$ cat config.mk
export PLATFORM = sky130hd
export DESIGN_NAME = rbcfs_top
export DESIGN_NICKNAME = d
export VERILOG_FILES = /design/src/core/rbcfs_pkg.sv /design/src/core/rbcfs_baud_decode.sv /design/src/core/rbcfs_top.sv
export SDC_FILE = /design/constraint.sdc
export NUM_CORES = 1
export LEC_CHECK = 0
export BUFFER_PORTS_ARGS = -buffer_cell sky130_fd_sc_hd__buf_2
export CAP_MARGIN = 20
export CORE_MARGIN = 1
export CORE_UTILIZATION = 47
export DETAILED_ROUTE_END_ITERATION = 10
export HOLD_SLACK_MARGIN = 0.06
export PLACE_DENSITY = 0.88
export SYNTH_ARGS = -nofsm -noshare
export SYNTH_HDL_FRONTEND = slang
export SYNTH_HIERARCHICAL = 1
export SYNTH_SLANG_ARGS = --single-unit
$ cat constraint.sdc
create_clock -name mclk -period 3.36 [get_ports mclk]
set_input_delay 0.84 -clock mclk [delete_from_list [all_inputs] [get_ports mclk]]
set_output_delay 0.84 -clock mclk [all_outputs]
set_load 0.03 [all_outputs]
$ cat src/core/rbcfs_pkg.sv
// Package: constants and types of the remote base controller fallback block.
// Assumes: used by rbcfs_top and rbcfs_baud_decode, no imports.
package rbcfs_pkg;

  localparam int unsigned BAUD_CODE_W = 3;
  localparam int unsigned ADDR_W      = 7;
  localparam int unsigned SW_W        = 10;
  localparam int unsigned BAUD_W      = 16;

  // Switch positions within the 10-bit dipswitch word; bit 0 is switch 1
  localparam int unsigned SW_BAUD_LO  = 0;
  localparam int unsigned SW_ADDR_LO  = 3;

  localparam logic [ADDR_W-1:0] ADDR_MAX = 7'h7d;

  localparam logic [BAUD_CODE_W-1:0] CODE_38400 = 3'h1;
  localparam logic [BAUD_CODE_W-1:0] CODE_19200 = 3'h7;
  localparam logic [BAUD_CODE_W-1:0] CODE_9600  = 3'h6;
  localparam logic [BAUD_CODE_W-1:0] CODE_2400  = 3'h4;
  localparam logic [BAUD_CODE_W-1:0] CODE_1200  = 3'h2;
  localparam logic [BAUD_CODE_W-1:0] CODE_300   = 3'h0;

  localparam logic [BAUD_W-1:0] BAUD_38400 = 16'h9600;
  localparam logic [BAUD_W-1:0] BAUD_19200 = 16'h4b00;
  localparam logic [BAUD_W-1:0] BAUD_9600  = 16'h2580;
  localparam logic [BAUD_W-1:0] BAUD_2400  = 16'h0960;
  localparam logic [BAUD_W-1:0] BAUD_1200  = 16'h04b0;
  localparam logic [BAUD_W-1:0] BAUD_300   = 16'h012c;

  // Status display codes
  localparam logic [3:0] DISP_GOOD     = 4'h0;
  localparam logic [3:0] DISP_TIMEOUT  = 4'h3;
  localparam logic [3:0] DISP_CFG_ERR  = 4'he;
  localparam logic [3:0] DISP_WATCHDOG = 4'h8;

  // Module zero/hold choice per analog/word channel
  typedef enum logic [1:0] {
    RBCFS_SEL_NONE,
    RBCFS_SEL_ZERO,
    RBCFS_SEL_HOLD
  } rbcfs_sel_e;

endpackage

$ cat src/core/rbcfs_baud_decode.sv
// Baud code decoder: switches 1..3 to a baud rate and an invalid flag.
// Assumes: code is a latched, stable value.
`timescale 1ns/10ps
module rbcfs_baud_decode (
  input  wire logic [rbcfs_pkg::BAUD_CODE_W-1:0] code,
  output logic      [rbcfs_pkg::BAUD_W-1:0]      baud,
  output logic                                   invalid
);

  always_comb begin
    invalid = 1'b0;
    unique case (code)
      rbcfs_pkg::CODE_38400: baud = rbcfs_pkg::BAUD_38400;
      rbcfs_pkg::CODE_19200: baud = rbcfs_pkg::BAUD_19200;
      rbcfs_pkg::CODE_9600:  baud = rbcfs_pkg::BAUD_9600;
      rbcfs_pkg::CODE_2400:  baud = rbcfs_pkg::BAUD_2400;
      rbcfs_pkg::CODE_1200:  baud = rbcfs_pkg::BAUD_1200;
      rbcfs_pkg::CODE_300:   baud = rbcfs_pkg::BAUD_300;
      default: begin
        // Two codes left over; fall back to a common safe rate
        baud    = rbcfs_pkg::BAUD_9600;
        invalid = 1'b1;
      end
    endcase
  end

endmodule // rbcfs_baud_decode

$ cat src/core/rbcfs_top.sv
// Remote base controller: output fallback, switch latching, status.
// Assumes: inputs synchronous to mclk; rst is power-up reset.
//
// Operation
// - Comm loss: discrete outputs per jumper
// - Off jumper: zero only Zero-selected analogs
// - Freeze jumper: all analogs hold
// - Hold selection overrides Off jumper
// - No jumper fitted reports error
// - Watchdog: ignore jumper, discretes zero
// - Switches 1-3 decode baud rate
// - Codes 011, 101: error, 9600 baud
// - Baud switches latched at reset only
// - Serial port disabled until enabled
// - Address from switches 4-10, 10 LSB
// - Addresses 0 to 125 valid
// - Address switches latched at reset only
// - Reset button drops off fieldbus
//
// The register addresses and the plain strobed port were chosen for this implementation.
`timescale 1ns/10ps
module rbcfs_top #(
  parameter int unsigned N_DISC = 16,
  parameter int unsigned N_WORD = 4,
  parameter int unsigned WORD_W = 16
) (
  input  wire logic                          mclk,
  input  wire logic                          rst,
  input  wire logic                          reset_button,
  input  wire logic [rbcfs_pkg::SW_W-1:0]    dipswitch,
  input  wire logic                          fallback_off,
  input  wire logic                          fallback_freeze,
  input  wire logic                          watchdog_expired,
  input  wire logic                          comm_ok,
  input  wire logic                          cfg_serial_enable,
  input  wire logic                          cfg_valid,
  input  wire logic [N_DISC-1:0]             disc_in,
  input  wire logic [N_WORD*WORD_W-1:0]      word_in,
  input  wire logic [N_WORD*2-1:0]           word_sel,
  input  wire logic                          status_clr_we,
  input  wire logic [3:0]                    status_clr,
  input  wire logic                          mask_we,
  input  wire logic [3:0]                    mask_wdata,
  output logic      [N_DISC-1:0]             disc_out,
  output logic      [N_WORD*WORD_W-1:0]      word_out,
  output logic      [rbcfs_pkg::ADDR_W-1:0]  station_addr,
  output logic      [rbcfs_pkg::BAUD_W-1:0]  serial_baud,
  output logic                               serial_enable,
  output logic                               bus_join,
  output logic      [3:0]                    status_display,
  output logic      [3:0]                    irq_status,
  output logic      [3:0]                    irq_mask,
  output logic                               irq
);

  ////////////////////////////////////////////////////////////////////////
  // Switch latching: only at power-up reset or button press

  logic                                 latch_pending;
  logic                                 next_latch_pending;
  logic [rbcfs_pkg::BAUD_CODE_W-1:0]    baud_code;
  logic [rbcfs_pkg::BAUD_CODE_W-1:0]    next_baud_code;
  logic [rbcfs_pkg::ADDR_W-1:0]         next_station_addr;
  logic                                 ser_en;
  logic                                 next_ser_en;
  logic [rbcfs_pkg::ADDR_W-1:0]         addr_sw;
  logic                                 baud_invalid;
  logic [rbcfs_pkg::BAUD_W-1:0]         baud_dec;

  // Switch 4 is the MSB, switch 10 the LSB
  always_comb begin
    for (int i = 0; i < rbcfs_pkg::ADDR_W; i++) begin
      addr_sw[i] = dipswitch[rbcfs_pkg::SW_ADDR_LO + rbcfs_pkg::ADDR_W - 1 - i];
    end
  end

  always_comb begin
    next_latch_pending = 1'b0;
    next_baud_code     = baud_code;
    next_station_addr  = station_addr;
    next_ser_en        = ser_en;
    if (reset_button) begin
      // Button acts as a warm reset: re-read switches next cycle
      next_latch_pending = 1'b1;
      next_ser_en        = 1'b0;
    end else if (latch_pending) begin
      // Switch 1 is code MSB
      next_baud_code    = {dipswitch[rbcfs_pkg::SW_BAUD_LO],
                           dipswitch[rbcfs_pkg::SW_BAUD_LO + 1],
                           dipswitch[rbcfs_pkg::SW_BAUD_LO + 2]};
      next_station_addr = addr_sw;
    end else if (cfg_valid) begin
      next_ser_en = cfg_serial_enable;
    end
  end

  always_ff @(posedge mclk) begin
    if (rst) begin
      latch_pending <= 1'b1;
      baud_code     <= rbcfs_pkg::CODE_9600;
      station_addr  <= '0;
      ser_en        <= 1'b0;
    end else begin
      latch_pending <= next_latch_pending;
      baud_code     <= next_baud_code;
      station_addr  <= next_station_addr;
      ser_en        <= next_ser_en;
    end
  end

  rbcfs_baud_decode u_baud (
    .code    (baud_code),
    .baud    (baud_dec),
    .invalid (baud_invalid)
  );

  ////////////////////////////////////////////////////////////////////////
  // Configuration checks and fieldbus participation

  logic addr_invalid;
  logic jumper_missing;
  logic cfg_error;
  logic online;
  logic next_online;

  assign addr_invalid   = station_addr > rbcfs_pkg::ADDR_MAX;
  // Both or neither position fitted is not a usable selection
  assign jumper_missing = fallback_off == fallback_freeze;
  assign cfg_error      = baud_invalid | jumper_missing | addr_invalid;

  always_comb begin
    next_online = online;
    if (reset_button || latch_pending || addr_invalid || watchdog_expired) begin
      next_online = 1'b0;
    end else begin
      next_online = 1'b1;
    end
  end

  always_ff @(posedge mclk) begin
    if (rst) begin
      online <= 1'b0;
    end else begin
      online <= next_online;
    end
  end

  ////////////////////////////////////////////////////////////////////////
  // Output fallback

  logic                     comm_lost;
  logic [N_DISC-1:0]        next_disc_out;
  logic [N_WORD*WORD_W-1:0] next_word_out;

  // Off-bus or button reset counts as lost communication
  assign comm_lost = ~comm_ok | ~online;

  always_comb begin
    next_disc_out = disc_in;
    if (watchdog_expired) begin
      next_disc_out = '0;
    end else if (comm_lost) begin
      // Missing jumper treated as Freeze: least disruptive choice
      next_disc_out = fallback_off && !fallback_freeze ? '0 : disc_out;
    end
  end

  generate
    for (genvar g = 0; g < N_WORD; g++) begin : g_word
      rbcfs_pkg::rbcfs_sel_e sel;
      assign sel = rbcfs_pkg::rbcfs_sel_e'(word_sel[g*2 +: 2]);
      always_comb begin
        next_word_out[g*WORD_W +: WORD_W] = word_in[g*WORD_W +: WORD_W];
        if (watchdog_expired) begin
          // Module choice alone decides; none means hold
          next_word_out[g*WORD_W +: WORD_W] = (sel == rbcfs_pkg::RBCFS_SEL_ZERO) ?
            '0 : word_out[g*WORD_W +: WORD_W];
        end else if (comm_lost) begin
          if (fallback_off && !fallback_freeze &&
              sel == rbcfs_pkg::RBCFS_SEL_ZERO) begin
            next_word_out[g*WORD_W +: WORD_W] = '0;
          end else begin
            // Freeze, Hold or no selection keeps the last value
            next_word_out[g*WORD_W +: WORD_W] = word_out[g*WORD_W +: WORD_W];
          end
        end
      end
    end
  endgenerate

  always_ff @(posedge mclk) begin
    if (rst) begin
      disc_out <= '0;
      word_out <= '0;
    end else begin
      disc_out <= next_disc_out;
      word_out <= next_word_out;
    end
  end

  ////////////////////////////////////////////////////////////////////////
  // Status display, serial port, interrupts
  // Bits: 0 comm lost, 1 config error, 2 watchdog, 3 address invalid

  logic [3:0] next_display;
  logic [3:0] events;
  logic [3:0] next_irq_status;
  logic [3:0] next_irq_mask;
  logic [rbcfs_pkg::BAUD_W-1:0] next_baud;
  logic       next_serial_enable;
  logic       next_bus_join;

  assign events = {addr_invalid, watchdog_expired, cfg_error, comm_lost};

  always_comb begin
    if (watchdog_expired) begin
      next_display = rbcfs_pkg::DISP_WATCHDOG;
    end else if (cfg_error) begin
      next_display = rbcfs_pkg::DISP_CFG_ERR;
    end else if (comm_lost) begin
      next_display = rbcfs_pkg::DISP_TIMEOUT;
    end else begin
      next_display = rbcfs_pkg::DISP_GOOD;
    end
    next_baud          = baud_dec;
    next_serial_enable = ser_en;
    next_bus_join      = online;
    // Set wins over a simultaneous write-one clear
    next_irq_status = (irq_status & ~(status_clr_we ? status_clr : 4'h0)) | events;
    next_irq_mask   = mask_we ? mask_wdata : irq_mask;
  end

  always_ff @(posedge mclk) begin
    if (rst) begin
      status_display <= rbcfs_pkg::DISP_GOOD;
      serial_baud    <= rbcfs_pkg::BAUD_9600;
      serial_enable  <= 1'b0;
      bus_join       <= 1'b0;
      irq_status     <= 4'h0;
      irq_mask       <= 4'h0;
    end else begin
      status_display <= next_display;
      serial_baud    <= next_baud;
      serial_enable  <= next_serial_enable;
      bus_join       <= next_bus_join;
      irq_status     <= next_irq_status;
      irq_mask       <= next_irq_mask;
    end
  end

  assign irq = |(irq_status & irq_mask);

endmodule // rbcfs_top

# Yosys cells after proc, flatten, opt, wreduce, memory -nomap -nowiden
# Cells that the tools add are included.
classes:
  muxes: 26
  order_cmp: 1
  reduce_logical: 21
  mul: 0
  eq_ne: 19
  div: 0
  n_shift: 0
  add_sub_neg: 0
  n_bitwise: 11
ops:
  columns: ["op", "n"]
  rows:
  - ["2-to-1 mux 16 bit", 18]
  - ["case mux 16 bit (5 select lines)", 1]
  - ["2-to-1 mux 4 bit", 3]
  - ["!= test 3 x 2 -> 1 bit (second input constant)", 4]
  - ["AND reduction 2 bit", 6]
  - ["!= test 2 x 1 -> 1 bit (second input constant)", 5]
  - ["== test 3 bit (second input constant)", 3]
  - ["AND 4 bit", 2]
  - ["== test 2 x 1 -> 1 bit (second input constant)", 4]
  - ["> comparator 7 bit (second input constant)", 1]
  - ["OR reduction 6 bit", 1]
  - ["logical AND 1 bit", 5]
  - ["inverter 1 bit", 4]
  - ["inverter 4 bit", 1]
  - ["OR 4 bit", 1]
  - ["OR reduction 2 bit", 2]
  - ["OR reduction 4 bit", 1]
  - ["== test 3 x 1 -> 1 bit (second input constant)", 1]
  - ["== test 3 x 2 -> 1 bit (second input constant)", 1]
  - ["zero test 3 bit", 1]
  - ["logical OR 1 bit", 3]
  - ["2-to-1 mux 1 bit", 3]
  - ["OR 1 bit", 3]
  - ["OR reduction 3 bit", 1]
  - ["3 further kinds", 3]
totals:
  elab_cells: 96
  memories: 0
  ff_bits: 123
  inputBits: 117
  latch_bits: 0
  ramBits: 0
  out_inout_bits: 118
  mem_bits_ro: 0

# Depth between registers and ports, before layout
depth:
  ltp_word: 7
  ltp_mapped: 6
  ltp_nobuf: 5

# Modules after synthesis
# Netlist, hierarchy kept.
modules_own_cells:
  columns: ["module", "instances", "cells_per_inst", "area_per_inst_um2"]
  rows:
  - ["rbcfs_top", 1, 363, 4063.9]
  - ["rbcfs_baud_decode", 1, 26, 171.4]

# Least setup slack after synthesis
# OpenSTA, ideal clock, no wires.
synth_timing:
  kind: "input to register"
  startpoint: "input port fallback_freeze"
  endpoint: "register word_out[48]"
  required_ns: 3.300
  stages: 6
  setup_time_ns: 0.060
  path_buffers: 1
  arrival_time_ns: 2.077
  setup_slack_ns: 1.223
  path_cell_list: "inv_1 -> ha_1 -> or2_4 -> a311oi_4 -> buf_6 -> a22o_1"
synth_via:
  elab_chain_cells: 5
synth_lines:
  columns: ["item", "line_no", "text"]
  rows:
  - ["start, declared", "rbcfs_top.sv:32", "input wire logic fallback_freeze,"]
  - ["zero test 1 bit", "rbcfs_top.sv:179", "if (fallback_off && !fallback_freeze &&"]
  - ["logical AND 1 bit (2 in series)", "rbcfs_top.sv:179", null]
  - ["!= test 3 x 2 -> 1 bit (no line)", null, null]
  - ["AND reduction 2 bit (no line)", null, null]
  - ["end signal, assigned", "rbcfs_top.sv:197", "word_out <= next_word_out;"]
  - ["end, declared", "rbcfs_top.sv:45", "output logic [N_WORD*WORD_W-1:0] word_out,"]
# Every way passes these cells.
# A chain may end at the register's enable or synchronous reset.

# Final worst setup path
layout_timing:
  startpoint: "input port fallback_off"
  endpoint: "register word_out[25]"
layout_via:
  elab_chain_cells: 4
layout_lines:
  columns: ["item", "line_no", "text"]
  rows:
  - ["start, declared", "rbcfs_top.sv:31", "input wire logic fallback_off,"]
  - ["logical AND 1 bit (2 in series)", "rbcfs_top.sv:179", null]
  - ["!= test 3 x 2 -> 1 bit (no line)", null, null]
  - ["AND reduction 2 bit (no line)", null, null]
# Every way passes these cells.

==> metrics.md <==
| Metric | Value |
|---|---|
| Status | complete, no violations |
| Synth unique cells | 33 |
| CTS Root Cell | clkbuf_8 |
| R2R Path End | word_out[25]$_SDFFE_PP0P_ |
| Synthesized flop and latch total | about 120 |
| Post-synth top cells | dfxtp_1, a22o_1, nand2_1 |
| Peak Freq | 0.448 GHz |
| Crit. End Element | flop |
| Layout cells sized above 1 | between 40 and 50% |
| Reg2reg start | next_bus_join$_SDFF_PP0_ |
| R2R Setup Slk | roughly 1.5 ns |
| Diode count | 0 |
| Unrepaired setup endpoints after global routing | no |
| Io pins | about 240 |
| Hold Crit Endpoint | word_out[17]$_SDFFE_PP0P_ |
| Largest net degree at the start of global routing | 65 |
| CP arrival | ~2.7 ns |
| Drt initial violations | 69 |
| Clock skew | roughly 0.0074 ns |
| Seq/Total Area, Yosys | just under 60% |
| Initial antenna violation count | 0 |
| Total GRT Usage | about a quarter |
| Hold Startpoint | word_out[17]$_SDFFE_PP0P_ |
| Critical Path Max Stage Delay | approximately 0.72 ns |
| DRT antenna net count | 0 |
| Clock Sinks | 123 |
| WHS Path Cells | 1 |
| Synth area leader | dfxtp_1 |
| Synth Flop Type | dfxtp_1 |
| Overall die height | roughly 97 µm |
| CTS tree | yes |
| DRC viols | 0 |
| Worst path bufs/invs | 1 |
| Pleak | approximately 2.9 nW |
| Final hold viol count | 0 |
| Worst Path Max Fanout | 17 |
| Die X | between 90 and 100 µm |
| Relative slew slack | between 40 and 50% |
| PostCTS Resize Cnt | 0 |
| Nets | approximately 740 |
| Slew Viols, Final | 0 |
| Syn Area/Cell | between 10 and 15 µm² |
| Worst reg-to-reg path cell count | 4 |
| Final global-route overflow total | 0 |
| Required time of the critical path | around 3.8 ns |
| Post-Synthesis Cell Area | about 0.0042 mm² |
| Vias | roughly 3.7k |
| Initial Utilization | between 40% and 50% |
| Final worst-path cycle share | about two thirds |
| CTS buffer count | 17 |
| Area Overhead vs Synth | 39.8% |
| Final WL | 11,100 µm |
| Worst Tran Pin Value | 0.755 ns |
| Drt first pass iters | 4 |
| Worst-skew pair later-pin latency | roughly 0.49 ns |
| Critical Path Slowest Stage Cell | a311oi_4 |
| Startpoint Class | primary input |
| IR drop worst, VDD | around 0.00035 V |
| Dpl cell area | 0.00540 mm² |
| Count leader, synth | dfxtp_1 |
| Hold crit path type | flop to flop |
| Yosys warning count | 6 |
| Vias per cell | slightly above 5 |
| Routability Congestion | around 0.8 |
| Critical Path, Cell by Cell | buf_2 > ha_1 > or2_4 > a311oi_4 > a22o_1 |
| Post-CTS Setup Repair Bufs | 0 |
| Number of synthesized flops with an enable pin | 0 |
| CORE AREA | just under 0.009 mm² |
| Ranking of synthesized cells by area | dfxtp_1, a22o_1, nand2_1, a21oi_1, nand3b_1 |
| First-pass GRT wire length | ~18,000 µm |
| TNS Setup | 0 ns |
| Critical path type | primary input to flop |
| Vias in the first global route | roughly 3.6k |
| WL/cell | between 15 and 20 µm |
| Fin crit period | about 2.2 ns |
| Clock buffer depth | 2 |
| Port Buf Inserts | 234 |
| Max Cap Violations | 0 |
| Site Rows | 34 |
| Async set-reset flop share out of synthesis | 0% |
| Die ar. | approximately 0.0094 mm² |
| Gate Count Post-Synth | just under 400 |
| Hold Buf Count CTS | 0 |
| Post-layout util | approximately two thirds |
| Fin area | 0.00592 mm² |
| Hpwl dp | 7880 µm |
| Pwr dens | 571 mW/mm² |
| Setup violators final | 0 |
| Design Power | 3.38 mW |
| Top delay family on crit path | compound AO/OA/AOI/OAI gates |
| Yosys top cell area share | between 50% and 60% |
| H-tree levels | 4 |
| Worst-path clk slew | ~0.05 ns |
## stage by stage
stage,instances,hold WS [ns],setup slack [ns]
after global routing,735,0.476,1.03
after floorplan,390,0.436,1.22
after detailed placement,706,0.449,0.627
after global placement,706,0.443,0.724
after CTS,735,0.463,1.15
final,735,0.465,1.13
## flip-flops by register name, indices dropped and copies added, names as in the netlist
name,cells
status_display,4
irq_status,4
word_out,64
next_serial_enable,1
baud_code,3
latch_pending,1
station_addr,7
bus_join,1
serial_baud,16
disc_out,16
serial_enable,1
irq_mask,4
next_bus_join,1
## report_power, final
| group | switching, mW | leakage [nW] | internal (mW) |
|---|---|---|---|
| sequential | 0.0210 | 0.998 | 1.49 |
| combinational | 0.155 | 1.63 | 0.111 |
| clock | 0.602 | 0.251 | 1.00 |
## layout by cell type, fill, tap and decap left out, types with 2 or more instances in the layout
cell / n
a21oi_1: 31
a22o_1: 64
a22oi_1: 2
a311oi_4: 4
and2_1: 3
buf_2: 234
buf_4: 4
clkbuf_1: 2
clkbuf_16: 16
clkbuf_8: 3
clkinv_2: 4
clkinvlp_4: 3
conb_1: 2
dfxtp_1: 123
inv_1: 6
mux2i_1: 6
nand2_1: 49
nand3b_1: 18
nor2_1: 11
nor2b_1: 17
nor3b_1: 3
or2_1: 2
or2_2: 5
xnor2_1: 3
## worst register-to-register path, cell delays in order, from the launching register on
cell     delay [ns]
dfxtp_1        0.36
nand2_1        0.41
nor2_4         0.21
buf_4          0.54
a22o_1         0.28
## worst max-delay path by stage
stage	startpoint	end	slack [ns]	cells past startpoint
floorplan	fallback_freeze	word_out[48]$_SDFFE_PP0P_	1.22	6
global placement	fallback_off	word_out[51]$_SDFFE_PP0P_	0.72	5
detailed placement	fallback_off	word_out[50]$_SDFFE_PP0P_	0.63	5
CTS	fallback_off	word_out[50]$_SDFFE_PP0P_	1.15	5
global route	fallback_off	word_out[26]$_SDFFE_PP0P_	1.03	5
finish	fallback_off	word_out[25]$_SDFFE_PP0P_	1.13	5
## kinds of logic (layout without fill, tap and decap cells)
group	Yosys count	after routing	synth area share (%)
AO/OA/AOI/OAI	102	102	19.9
other	1	2	0.0885
buffers and inverters	36	273	4.73
AND/OR/NAND/NOR	117	117	14.8
XOR/XNOR	3	3	0.620
flip-flops	123	123	58.1
multiplexers	6	6	1.42
adder cells (fa/ha/maj)	1	1	0.295
## layer usage
metal  up-vias  global-route usage [%]  wire length (µm)
li1       1811                       -                 -
met2       165                    40.5              5740
met4         0                    7.81               184
met5         -                       0                 0
met1      1722                    27.0              4430
met3        18                    7.59               788
## layout make-up
type / count / area (µm²)
fillers: 630 / 2800
flip-flops and latches: 123 / 2460
repair buffers: 238 / 1200
well taps: 108 / 135
inverters: 6 / 22.5
clock buffers: 21 / 449
multi-input cells: 231 / 1580
clock inverters: 8 / 72.6
(Power assumes the default switching activity.)
